===== config.mk =====
export PLATFORM = sky130hd
export DESIGN_NAME = motor_halt_and_home_offset
export DESIGN_NICKNAME = d
export VERILOG_FILES = /design/src/rtl/halt_home_pkg.sv /design/src/rtl/halt_input_cond.sv /design/src/rtl/motor_halt_and_home_offset.sv
export SDC_FILE = /design/constraint.sdc
export NUM_CORES = 1
export LEC_CHECK = 0
export CAP_MARGIN = 20
export CORE_MARGIN = 3
export CORE_UTILIZATION = 45
export CTS_CLUSTER_SIZE = 12
export DETAILED_ROUTE_END_ITERATION = 10
export DONT_BUFFER_PORTS = 1
export SETUP_SLACK_MARGIN = 0.2
export SLEW_MARGIN = 40
export SYNTH_ARGS = -nofsm -noshare
export SYNTH_HDL_FRONTEND = slang
export SYNTH_SLANG_ARGS = --single-unit

===== constraint.sdc =====
create_clock -name I_MCLK -period 2.47 [get_ports I_MCLK]
set_input_delay 0.494 -clock I_MCLK [delete_from_list [all_inputs] [get_ports I_MCLK]]
set_output_delay 0.494 -clock I_MCLK [all_outputs]
set_load 0.02 [all_outputs]

===== src/rtl/halt_home_pkg.sv =====
// Package: register map, field layout, reset values and types for halt/home-offset block
package halt_home_pkg;

  // Register byte offsets
  localparam logic [7:0] CTRL_OFS    = 8'h00;  // Commands (write pulses)
  localparam logic [7:0] CFG_OFS     = 8'h04;  // Halt action, polarity, port assign
  localparam logic [7:0] OFFSET_OFS  = 8'h08;  // Signed home offset, 24 bits
  localparam logic [7:0] SPEED_OFS   = 8'h0c;  // Operating speed
  localparam logic [7:0] STATUS_OFS  = 8'h10;  // Block state

  // Control bit positions
  localparam int CTRL_HALT_BIT  = 0;  // Halt command
  localparam int CTRL_RUN_BIT   = 1;  // Program run command
  localparam int CTRL_ACLR_BIT  = 2;  // Alarm clear command
  localparam int CTRL_HSP_BIT   = 3;  // Home seek positive
  localparam int CTRL_HSN_BIT   = 4;  // Home seek negative

  // Config field positions
  localparam int CFG_ACT_BIT    = 0;  // Halt action select
  localparam int CFG_POL_BIT    = 1;  // Halt input polarity
  localparam int CFG_PORT_LSB   = 4;  // Halt input port assign, 3 bits

  // Widths
  localparam int OFFSET_W       = 24;  // Offset width
  localparam int SPEED_W        = 24;  // Speed width
  localparam int PORT_W         = 3;   // Port index width

  // Reset values
  localparam logic       ACT_RST    = 1'b1;   // Decelerate to stop
  localparam logic       POL_RST    = 1'b0;   // Active when ON
  localparam logic [2:0] PORT_RST   = 3'h0;   // Port X0
  localparam logic [23:0] OFFSET_RST = 24'h000000;  // Zero steps
  localparam logic [23:0] SPEED_RST  = 24'h000000;  // No speed set

  // AXI responses
  localparam logic [1:0] RESP_OKAY   = 2'b00;  // Normal
  localparam logic [1:0] RESP_SLVERR = 2'b10;  // Unmapped address

  // Stop kinds
  typedef enum logic [1:0] {
    STOP_NONE  = 2'b00,
    STOP_IMMED = 2'b01,
    STOP_DECEL = 2'b11
  } stop_kind_t;

  // Motion state, Gray along idle -> seek -> offset; offset -> idle flips both bits
  typedef enum logic [1:0] {
    MS_IDLE   = 2'b00,
    MS_SEEK   = 2'b01,
    MS_OFFSET = 2'b11,
    MS_HALT   = 2'b10
  } motion_st_t;

  // Motion request to the motor core
  typedef struct packed {
    logic              seek_go;   // Home seek active
    logic              seek_dir;  // 1 = positive
    logic              ofs_go;    // Offset move active
    logic [23:0]       ofs_steps; // Signed offset
    logic [23:0]       speed;     // Speed in use
  } motion_req_t;

endpackage


===== src/rtl/halt_input_cond.sv =====
// Halt input selection and polarity conditioning
`timescale 1ns/100ps
`default_nettype none
module halt_input_cond #(
  parameter int PORTS = 8  // General input port count
) (
  input  wire logic [PORTS-1:0] i_ports,     // General input levels
  input  wire logic [2:0]       i_port_sel,  // Assigned port
  input  wire logic             i_polarity,  // 1 = inverted
  output logic                  o_active     // Halt requested
);
  // Polarity applied before use: inverted means OFF is active
  always_comb begin
    o_active = i_ports[i_port_sel] ^ i_polarity;
  end
endmodule
`default_nettype wire


===== src/rtl/motor_halt_and_home_offset.sv =====
// Motor halt control and home-seek offset with AXI4-Lite registers
`timescale 1ns/100ps
`default_nettype none
// Contract
// - Halt command stops using selected action
// - Polarity 0 ON-active, 1 OFF-active, default 0
// - Polarity volatile, reverts on reinit events
// - Program start restores polarity default
// - Alarm clear restores polarity default
// - Signed 24-bit offset, default zero, applied
// - Offset reset at power-on and alarm clear
// - New speed used during offset move
// - Action 0 immediate, 1 decelerate, default 1
// - Halt input stops motor, program continues
module motor_halt_and_home_offset
  import halt_home_pkg::*;
#(
  parameter int PORTS = 8  // General input port count
) (
  input  wire logic                      I_MCLK,         // 50 MHz clock
  input  wire logic                      I_RESET_N,      // Sync reset, low
  input  wire logic [PORTS-1:0]          I_GEN_IN,       // General input ports
  input  wire logic                      I_START,        // Program start input
  input  wire logic                      I_ALARM_CLEAR,  // Alarm clear input
  input  wire logic                      I_SEEK_DONE,    // Home sensor found
  input  wire logic                      I_OFS_DONE,     // Offset move finished
  input  wire logic                      I_STOPPED,      // Motor at rest
  input  wire logic [7:0]                I_AWADDR,       // AXI write addr
  input  wire logic                      I_AWVALID,      // AXI
  output logic                           O_AWREADY,      // AXI
  input  wire logic [31:0]               I_WDATA,        // AXI
  input  wire logic [3:0]                I_WSTRB,        // AXI
  input  wire logic                      I_WVALID,       // AXI
  output logic                           O_WREADY,       // AXI
  output logic [1:0]                     O_BRESP,        // AXI
  output logic                           O_BVALID,       // AXI
  input  wire logic                      I_BREADY,       // AXI
  input  wire logic [7:0]                I_ARADDR,       // AXI read addr
  input  wire logic                      I_ARVALID,      // AXI
  output logic                           O_ARREADY,      // AXI
  output logic [31:0]                    O_RDATA,        // AXI
  output logic [1:0]                     O_RRESP,        // AXI
  output logic                           O_RVALID,       // AXI
  input  wire logic                      I_RREADY,       // AXI
  output halt_home_pkg::stop_kind_t      O_STOP,         // Stop request
  output halt_home_pkg::motion_req_t     O_MOTION,       // Motion request
  output logic                           O_PROG_RUN      // Program running
);
  import halt_home_pkg::*;

  // Register state
  logic              act_q, act_d;          // Halt action select
  logic              pol_q, pol_d;          // Halt input polarity
  logic [2:0]        port_q, port_d;        // Halt input port assign
  logic [23:0]       ofs_q, ofs_d;          // Home offset
  logic [23:0]       spd_q, spd_d;          // Operating speed
  logic              prun_q, prun_d;        // Program running
  // Bus state
  logic              aw_q, aw_d;            // Address held
  logic              w_q, w_d;              // Data held
  logic [7:0]        awa_q, awa_d;          // Held write address
  logic [31:0]       wd_q, wd_d;            // Held write data
  logic [3:0]        ws_q, ws_d;            // Held strobes
  logic              bv_q, bv_d;            // Write response valid
  logic [1:0]        br_q, br_d;            // Write response code
  logic              rv_q, rv_d;            // Read valid
  logic [31:0]       rd_q, rd_d;            // Read data
  logic [1:0]        rr_q, rr_d;            // Read response code
  // Motion state
  motion_st_t        ms_q, ms_d;            // Motion phase
  logic              sdir_q, sdir_d;        // Seek direction
  stop_kind_t        stop_q, stop_d;        // Stop output
  // Decoded strobes
  logic              wr_fire;               // Write commits this cycle
  logic [31:0]       wdata;                 // Write data in use
  logic [7:0]        waddr;                 // Write address in use
  logic              c_halt, c_run, c_aclr; // Command pulses
  logic              c_hsp, c_hsn;          // Seek commands
  logic              halt_in;               // Conditioned halt input
  logic              prog_start;            // Run command or start input
  logic              alarm_clr;             // Alarm clear by either path

  // Halt input conditioning
  halt_input_cond #(.PORTS(PORTS)) halt_input_cond_i (
    .i_ports    (I_GEN_IN),
    .i_port_sel (port_q),
    .i_polarity (pol_q),
    .o_active   (halt_in)
  );

  // Bus channel handshakes
  assign O_AWREADY = !aw_q && !bv_q;
  assign O_WREADY  = !w_q && !bv_q;
  assign O_ARREADY = !rv_q;
  assign O_BVALID  = bv_q;
  assign O_BRESP   = br_q;
  assign O_RVALID  = rv_q;
  assign O_RDATA   = rd_q;
  assign O_RRESP   = rr_q;

  // Write capture and commit decode
  always_comb begin
    aw_d  = aw_q;
    w_d   = w_q;
    awa_d = awa_q;
    wd_d  = wd_q;
    ws_d  = ws_q;
    if (I_AWVALID && O_AWREADY) begin
      aw_d  = 1'b1;
      awa_d = I_AWADDR;
    end
    if (I_WVALID && O_WREADY) begin
      w_d  = 1'b1;
      wd_d = I_WDATA;
      ws_d = I_WSTRB;
    end
    wr_fire = aw_d && w_d && !bv_q;
    waddr   = aw_q ? awa_q : I_AWADDR;
    wdata   = w_q ? wd_q : I_WDATA;
    if (wr_fire) begin
      aw_d = 1'b0;
      w_d  = 1'b0;
    end
    if (!(w_q ? ws_q[0] : I_WSTRB[0])) begin
      wdata[7:0] = 8'h00;
    end
  end

  // Command pulses from control register writes
  always_comb begin
    c_halt = wr_fire && waddr == CTRL_OFS && wdata[CTRL_HALT_BIT];
    c_run  = wr_fire && waddr == CTRL_OFS && wdata[CTRL_RUN_BIT];
    c_aclr = wr_fire && waddr == CTRL_OFS && wdata[CTRL_ACLR_BIT];
    c_hsp  = wr_fire && waddr == CTRL_OFS && wdata[CTRL_HSP_BIT];
    c_hsn  = wr_fire && waddr == CTRL_OFS && wdata[CTRL_HSN_BIT];
    prog_start = c_run || I_START;
    alarm_clr  = c_aclr || I_ALARM_CLEAR;
  end

  // Register and bus next values
  always_comb begin
    act_d  = act_q;
    pol_d  = pol_q;
    port_d = port_q;
    ofs_d  = ofs_q;
    spd_d  = spd_q;
    prun_d = prog_start ? 1'b1 : prun_q;
    bv_d   = bv_q;
    br_d   = br_q;
    if (bv_q && I_BREADY) begin
      bv_d = 1'b0;
    end
    if (wr_fire) begin
      bv_d = 1'b1;
      br_d = RESP_OKAY;
      case (waddr)
        CFG_OFS: begin
          act_d  = wdata[CFG_ACT_BIT];
          pol_d  = wdata[CFG_POL_BIT];
          port_d = wdata[CFG_PORT_LSB +: PORT_W];
        end
        OFFSET_OFS: ofs_d = wdata[OFFSET_W-1:0];
        SPEED_OFS:  spd_d = wdata[SPEED_W-1:0];
        CTRL_OFS:   ;
        STATUS_OFS: ;
        default:    br_d = RESP_SLVERR;
      endcase
    end
    // Reinit events return volatile settings to defaults
    if (prog_start || alarm_clr) begin
      pol_d = POL_RST;
    end
    if (alarm_clr) begin
      ofs_d = OFFSET_RST;
    end
  end

  // Read channel
  always_comb begin
    rv_d = rv_q;
    rd_d = rd_q;
    rr_d = rr_q;
    if (rv_q && I_RREADY) begin
      rv_d = 1'b0;
    end
    if (I_ARVALID && O_ARREADY) begin
      rv_d = 1'b1;
      rr_d = RESP_OKAY;
      case (I_ARADDR)
        CTRL_OFS:   rd_d = 32'h00000000;
        CFG_OFS:    rd_d = {25'h0, port_q, 2'h0, pol_q, act_q};
        OFFSET_OFS: rd_d = {{8{ofs_q[23]}}, ofs_q};
        SPEED_OFS:  rd_d = {8'h00, spd_q};
        STATUS_OFS: rd_d = {26'h0, halt_in, prun_q, sdir_q, ms_q, stop_q[0]};
        default: begin
          rd_d = 32'h00000000;
          rr_d = RESP_SLVERR;
        end
      endcase
    end
  end

  // Motion sequencing and stop selection
  always_comb begin
    ms_d   = ms_q;
    sdir_d = sdir_q;
    stop_d = STOP_NONE;
    case (ms_q)
      MS_IDLE: begin
        if (c_hsp || c_hsn) begin
          ms_d   = MS_SEEK;
          sdir_d = c_hsp;
        end
      end
      MS_SEEK:   if (I_SEEK_DONE) ms_d = MS_OFFSET;
      MS_OFFSET: if (I_OFS_DONE) ms_d = MS_IDLE;
      MS_HALT:   if (I_STOPPED) ms_d = MS_IDLE;
      default:   ms_d = MS_IDLE;
    endcase
    // Halt by command or input overrides motion
    if (c_halt || halt_in) begin
      stop_d = act_q ? STOP_DECEL : STOP_IMMED;
      ms_d   = (ms_q == MS_IDLE) ? MS_IDLE : MS_HALT;
    end
  end

  // Motion request; speed always follows the live register
  always_comb begin
    O_MOTION.seek_go   = ms_q == MS_SEEK;
    O_MOTION.seek_dir  = sdir_q;
    O_MOTION.ofs_go    = ms_q == MS_OFFSET;
    O_MOTION.ofs_steps = ofs_q;
    O_MOTION.speed     = spd_q;
  end
  assign O_STOP     = stop_q;
  assign O_PROG_RUN = prun_q;

  // State registers
  always_ff @(posedge I_MCLK) begin
    if (!I_RESET_N) begin
      act_q  <= ACT_RST;
      pol_q  <= POL_RST;
      port_q <= PORT_RST;
      ofs_q  <= OFFSET_RST;
      spd_q  <= SPEED_RST;
      prun_q <= 1'b0;
      aw_q   <= 1'b0;
      w_q    <= 1'b0;
      awa_q  <= 8'h00;
      wd_q   <= 32'h00000000;
      ws_q   <= 4'h0;
      bv_q   <= 1'b0;
      br_q   <= RESP_OKAY;
      rv_q   <= 1'b0;
      rd_q   <= 32'h00000000;
      rr_q   <= RESP_OKAY;
      ms_q   <= MS_IDLE;
      sdir_q <= 1'b0;
      stop_q <= STOP_NONE;
    end else begin
      act_q  <= act_d;
      pol_q  <= pol_d;
      port_q <= port_d;
      ofs_q  <= ofs_d;
      spd_q  <= spd_d;
      prun_q <= prun_d;
      aw_q   <= aw_d;
      w_q    <= w_d;
      awa_q  <= awa_d;
      wd_q   <= wd_d;
      ws_q   <= ws_d;
      bv_q   <= bv_d;
      br_q   <= br_d;
      rv_q   <= rv_d;
      rd_q   <= rd_d;
      rr_q   <= rr_d;
      ms_q   <= ms_d;
      sdir_q <= sdir_d;
      stop_q <= stop_d;
    end
  end

  // Halt command yields stop of the selected kind next cycle
  property p_halt_cmd;
    @(posedge I_MCLK) disable iff (!I_RESET_N)
    c_halt |=> (O_STOP == ($past(act_q) ? STOP_DECEL : STOP_IMMED));
  endproperty
  a_halt_cmd: assert property (p_halt_cmd) else $error("halt cmd stop wrong");

  property p_pol_input;
    @(posedge I_MCLK) disable iff (!I_RESET_N)
    (I_GEN_IN[port_q] != pol_q) |=> (O_STOP != STOP_NONE);
  endproperty
  a_pol_input: assert property (p_pol_input) else $error("halt input ignored");

  property p_pol_start;
    @(posedge I_MCLK) disable iff (!I_RESET_N)
    prog_start |=> (pol_q == POL_RST);
  endproperty
  a_pol_start: assert property (p_pol_start) else $error("polarity kept on start");

  property p_pol_aclr;
    @(posedge I_MCLK) disable iff (!I_RESET_N)
    alarm_clr |=> (pol_q == POL_RST) && (ofs_q == OFFSET_RST);
  endproperty
  a_pol_aclr: assert property (p_pol_aclr) else $error("alarm clear reinit");

  property p_ofs_reset;
    @(posedge I_MCLK) $rose(I_RESET_N) |-> (ofs_q == OFFSET_RST) && act_q && !pol_q;
  endproperty
  a_ofs_reset: assert property (p_ofs_reset) else $error("reset defaults");

  property p_ofs_write;
    @(posedge I_MCLK) disable iff (!I_RESET_N)
    (wr_fire && waddr == OFFSET_OFS && !alarm_clr) |=> ofs_q == $past(wdata[23:0]);
  endproperty
  a_ofs_write: assert property (p_ofs_write) else $error("offset not stored");

  property p_speed_live;
    @(posedge I_MCLK) disable iff (!I_RESET_N)
    (ms_q == MS_OFFSET && wr_fire && waddr == SPEED_OFS && !alarm_clr)
      |=> O_MOTION.speed == $past(wdata[23:0]);
  endproperty
  a_speed_live: assert property (p_speed_live) else $error("stale speed");

  property p_prog_cont;
    @(posedge I_MCLK) disable iff (!I_RESET_N)
    (prun_q && halt_in) |=> prun_q;
  endproperty
  a_prog_cont: assert property (p_prog_cont) else $error("program stopped");

endmodule
`default_nettype wire


### Word-level counts from Yosys, hierarchy flattened

Cells that the tools add are included.

* reductions and logical operators: 40
* mux-type cells: 23
* magnitude comparators: 1
* eq/ne operators: 15
* bitwise logic cells: 2

Operators by type and width (count)
* case mux 32 bit (4 select lines): 1
* == test 8 x 4 -> 1 bit (second input constant): 4
* 2-to-1 mux 24 bit: 1
* 2-to-1 mux 2 bit: 9
* == test 8 x 3 -> 1 bit (second input constant): 2
* == test 8 x 5 -> 1 bit (second input constant): 2
* logical NOT 8 bit: 2
* 2-to-1 mux 8 bit: 2
* logical AND 1 bit: 15
* AND reduction 2 bit: 5
* OR reduction 5 bit: 2
* 2-to-1 mux 1 bit: 8
* case mux 2 bit (4 select lines): 1
* inequality test 3 x 2 -> 1 bit (second input constant): 2
* inequality test 3 bit (second input constant): 2
* OR reduction 2 bit: 3
* logical OR 1 bit: 5
* == test 2 bit (second input constant): 2
* logical NOT 1 bit: 4
* less-than comparator 3 x 4 -> 1 bit (second input constant): 1
* AND reduction 4 bit: 1
* nonzero test 2 bit: 2
* binary-select mux 1 bit (select 3 bit): 1
* == test 2 x 1 -> 1 bit (second input constant): 1
* other kinds (3): 3

* word-level logic and storage cells: 100
* output and inout bits: 95
* register bits after elaboration: 132

### Logic depth before layout (Yosys ltp)

* depth after elaboration: 12
* mapped depth: 9
* depth with buffers taken out: 5

### Modules after synthesis

Synthesis repeated with hierarchy kept, for this count alone.

* cells, all modules: 595
* area, all modules: 5236.3 µm²

Modules (own cells, without submodules)
* motor_halt_and_home_offset: cells each 588, area an instance 5159.9 µm², seq. area each 2462.4 µm², times used 1
* halt_input_cond: cells each 7, area an instance 76.3 µm², seq. area each 0.0 µm², times used 1

### Worst setup path before layout

No wires, ideal clock.

* path type: input -> register
* start point: input I_AWADDR[4]
* end point: register ofs_q[2]
* setup time: 0.141 ns
* path buffers: 1
* slack: 0.400 ns
* required time: 2.329 ns
* stages: 6
* arrival: 1.929 ns
* cells stage by stage: mux2_4 > nor4_4 > or3b_4 > o21ai_4 > buf_6 > a211oi_1

* word-level cells in the longest chain between the ends: 6
* elaborated cells on any way between the ends: 8
* those cells by class: eq/ne: 1; mux: 1; reduce/logical: 6

Ends and longest elaborated chain
* start: declaration: line motor_halt_and_home_offset.sv:28 `input wire logic [7:0] I_AWADDR,`
* 2-to-1 mux 8 bit *: line motor_halt_and_home_offset.sv:118 `waddr = aw_q ? awa_q : I_AWADDR;`
* logical NOT 8 bit: line motor_halt_and_home_offset.sv:133 `c_aclr = wr_fire && waddr == CTRL_OFS && wdata[CTRL_ACLR_BIT];`
* logical AND 1 bit (2 in a row): line motor_halt_and_home_offset.sv:133
* logical OR 1 bit: line motor_halt_and_home_offset.sv:137 `alarm_clr = c_aclr || I_ALARM_CLEAR;`
* OR reduction 2 bit (no source line)
* end signal: assignment: line motor_halt_and_home_offset.sv:264 `ofs_q <= ofs_d;`
* end: declaration: line motor_halt_and_home_offset.sv:55 `logic [23:0] ofs_q, ofs_d;`

Mark *: on every way between the ends. The rest lies on a longest branch, timed or not.
A chain may end at the register's enable or synchronous reset.

### Final worst setup path

* start point: register aw_q
* end point: register ofs_q[2]

* word-level cells in the longest chain between the ends: 10
* elaborated cells on any way between the ends: 14
* those cells by class: eq/ne: 1; mux: 2; reduce/logical: 11

Ends and longest elaborated chain
* start: declaration: line motor_halt_and_home_offset.sv:59 `logic aw_q, aw_d;`
* start signal: assignment: line motor_halt_and_home_offset.sv:267 `aw_q <= aw_d;`
* logical NOT 1 bit: line motor_halt_and_home_offset.sv:92 `assign O_AWREADY = !aw_q && !bv_q;`
* logical AND 1 bit: line motor_halt_and_home_offset.sv:92
* logical AND 1 bit: line motor_halt_and_home_offset.sv:108 `if (I_AWVALID && O_AWREADY) begin`
* 2-to-1 mux 1 bit: line motor_halt_and_home_offset.sv:108
* logical AND 1 bit (2 in a row): line motor_halt_and_home_offset.sv:117 `wr_fire = aw_d && w_d && !bv_q;`
* logical AND 1 bit (2 in a row): line motor_halt_and_home_offset.sv:133
* logical OR 1 bit: line motor_halt_and_home_offset.sv:137
* OR reduction 2 bit (no source line)

Several ways; a longest one is shown, not always the timed one.

==> impl_metrics.py <==
metrics = {
    "cells_and_area": {
        "layout.nets": 674,
        "final-seq-area_um2": 2470,
        "multiInputGateArea_um2": 2740,
        "stdcell_count": 757,
        "final_layout_size_suffix_gt1_share_pct": 9.28,
        "nFillCells": 1103,
        "final_common_cell": "nand2_1",
        "mostFrequentLayoutCells": "127 x nand2_1, 122 x dfxtp_1, 40 x nor2_1",
        "n_antenna_cell": 0,
        "syn_to_final_growth_pct": 12.0,
    },
    "grt": {
        "grt_max_degree": 102,
        "grt_usage_pct": 21.4,
        "grt_pass1_wl_um": 22000,
        "grt_overflow_total": 0,
        "antenna_found_initial": 0,
        "grt_pass1_vias": 4100,
    },
    "logic_synthesis": {
        "synth-seq-cells": 123,
        "synth_fa_ha_area_share_pct": 0,
        "synthCells": 623,
        "synth_compound_area_share_pct": 20.4,
        "seq_area_frac_synth_pct": 44.9,
        "yosysTopAreaCell": "dfxtp_1",
        "synthTopCellsByArea": "dfxtp_1 45%, nand2_1 8.7%, mux2i_1 6.4%",
        "synthArstFlopShare_pct": 0,
        "synthXorXnorAreaFrac_pct": 0.320,
        "synth_warnings": 0,
        "synth_top_family_by_area": "simple AND/OR/NAND/NOR gates",
        "synth_edf_count": 0,
        "synth_top_flop_cell": "dfxtp_1",
        "syn_area_per_cell_um2": 8.80,
        "yosys.area_share.simple_pct": 21.2,
        "muxShareOfSynthArea_pct": 7.49,
        "synth_top_area_share_pct": 44.9,
        "yosys.cell_types.count": 49,
        "syn_area_um2": 5480,
    },
    "die": {
        "ios": 167,
        "start_util_pct": 47.0,
        "core_region_area_um2": 11700,
        "die_x_um": 116,
        "fp.dieH_um": 116,
        "fp-row-count": 39,
        "die_area_um2": 13500,
    },
    "power": {
        "comb_power_share_pct": 6.8,
        "p_leak_nw": 2.35,
        "seqPwrFrac_pct": 42.7,
        "p_per_area_nw_per_um2": 801,
        "ir_drop_uv": 418,
        "p_sw_mw": 1.12,
        "clkPwrFrac_pct": 50.5,
        "p_sw_share_pct": 22.8,
        "intPower_mw": 3.79,
    },
    "clock_network": {
        "cts_max_level": 4,
        "post_cts_buffers": 0,
        "cts_buffer_depth": 2,
        "clock_latency_ps": 410,
        "cts_made_buffers": 17,
        "cts_resized": 0,
        "cts_hold_buffers": 0,
        "cts_sinks": 123,
        "cts_tree": "yes",
        "cts-root-buf": "clkbuf_16",
        "clkTransAtPathRegs_ps": 50,
    },
    "placement": {
        "dpl.cell_count": 726,
        "numPortBuffers": 0,
        "gp_congestion": 0.802,
        "dp_hpwl_um": 10100,
        "dp_slack_ps": 308,
    },
    "timing": {
        "min_period_ps": 2070,
        "hold_viol": 0,
        "fin_skew_ps": 6.20,
        "finalSetupViolCount": 0,
        "final_max_slew_viol_count": 0,
        "relSlewSlack_pct": 46.5,
        "fmax_mhz": 482,
        "tns_ps": 0,
        "layout_setup_ws_ps": 395,
        "worst_pin_slew_ps": 795,
        "finalCritPeriodShare_pct": 84.0,
        "grt_setup_unrepaired": "no",
    },
    "run": {
        "maxCapViolations": 0,
    },
    "worst_setup_path": {
        "crit_required_ps": 2720,
        "crit_type": "flop to flop",
        "start_kind": "flop",
        "endpoint_kind": "flop",
        "cp.arrival_ps": 2330,
        "path_max_fanout": 25,
    },
    "drt": {
        "route.detailed.drc": 0,
        "totalWireLength_um": 14500,
        "vias": 4335,
        "vias_per_cell": 5.73,
        "wl_per_cell_um": 19.2,
        "drtIter0Drc": 257,
        "drtPass1Iterations": 5,
        "drtAntennaViolNets": 0,
    },
    "hold_path": {
        "hp-class": "input port to flop",
    },
    "run_status": {
        "status": "finished clean",
    },
}
final timing paths:
path / startpoint / to / slack (ps) / cells past startpoint
hold reg to reg: awa_q[0] / awa_q[0] / 460 / 2
hold / removal: I_ARVALID / O_RVALID / 220 / 1
setup reg to reg: aw_q / ofs_q[2] / 400 / 7
setup / recovery: aw_q / ofs_q[2] / 400 / 7
power groups by stage:
stage	combinational [mW]	sequential, mW	clock (mW)
3_5_place_dp	0.334	2.14	0
4_1_cts	0.336	2.10	2.53
6_report	0.332	2.10	2.48
5_1_grt	0.375	2.11	2.62
3_3_place_gp	0.325	2.14	0
2_1_floorplan	0.277	2.13	0
kinds of logic after synthesis:
group                  Yosys count
flip-flops                     123
multiplexers                    39
AO/OA/AOI/OAI                  153
buffers and inverters           59
XOR/XNOR                         2
AND/OR/NAND/NOR                246
other                            1
synthesized netlist by cell type (4+ instances only):
master	n
a211oi_1	19
a21boi_0	35
a21oi_1	5
a22o_1	5
a22oi_1	18
and2_1	24
buf_2	10
buf_4	15
clkbuf_1	25
dfxtp_1	123
inv_1	4
mux2i_1	35
nand2_1	127
nand3_1	12
nor2_1	40
nor2b_1	13
nor3_1	5
o211a_1	20
o21ai_0	35
critical path, stage by stage (launching register included):
cell and delay [ps]:
dfxtp_1 350, buf_4 190, nor4b_1 240, a22oi_1 210
or3b_4 490, o21ai_4 180, buf_12 200, a211oi_1 60
state kept, by name, summed over array words and instances (netlist names), 2 cells and up:
| register | count |
|---|---|
| O_RDATA | 25 |
| wd_q | 24 |
| ms_q | 2 |
| spd_q | 24 |
| O_STOP | 2 |
| awa_q | 8 |
| ofs_q | 24 |
| port_q | 3 |
routing by layer:
layer	track usage, %	wire length (µm)
met5	0	0
met4	7.27	242
met3	8.76	1400
met2	32.0	6510
met1	28.0	6380
area by class of cell:
type                            count  area share (%)
Multi-Input combinational cell    442            44.6
Sequential cell                   123            40.2
Clock buffer                       23            7.62
Tap cell                          143            2.91
Timing Repair Buffer               14            2.53
Clock inverter                      8            1.92
Inverter                            4           0.245
metrics by stage:
stage          total power, mW  utilization, %  cell area, µm²  hold slack, ps
2_1_floorplan             2.41               -            5490             443
3_3_place_gp              2.46            47.6            5550             448
3_5_place_dp              2.48            47.6            5550             456
4_1_cts                   4.97            52.6            6140             165
5_1_grt                   5.10            52.6            6140             178
6_report                  4.92            52.6            6140             221
No activity file was read; power rests on OpenSTA's default activity.
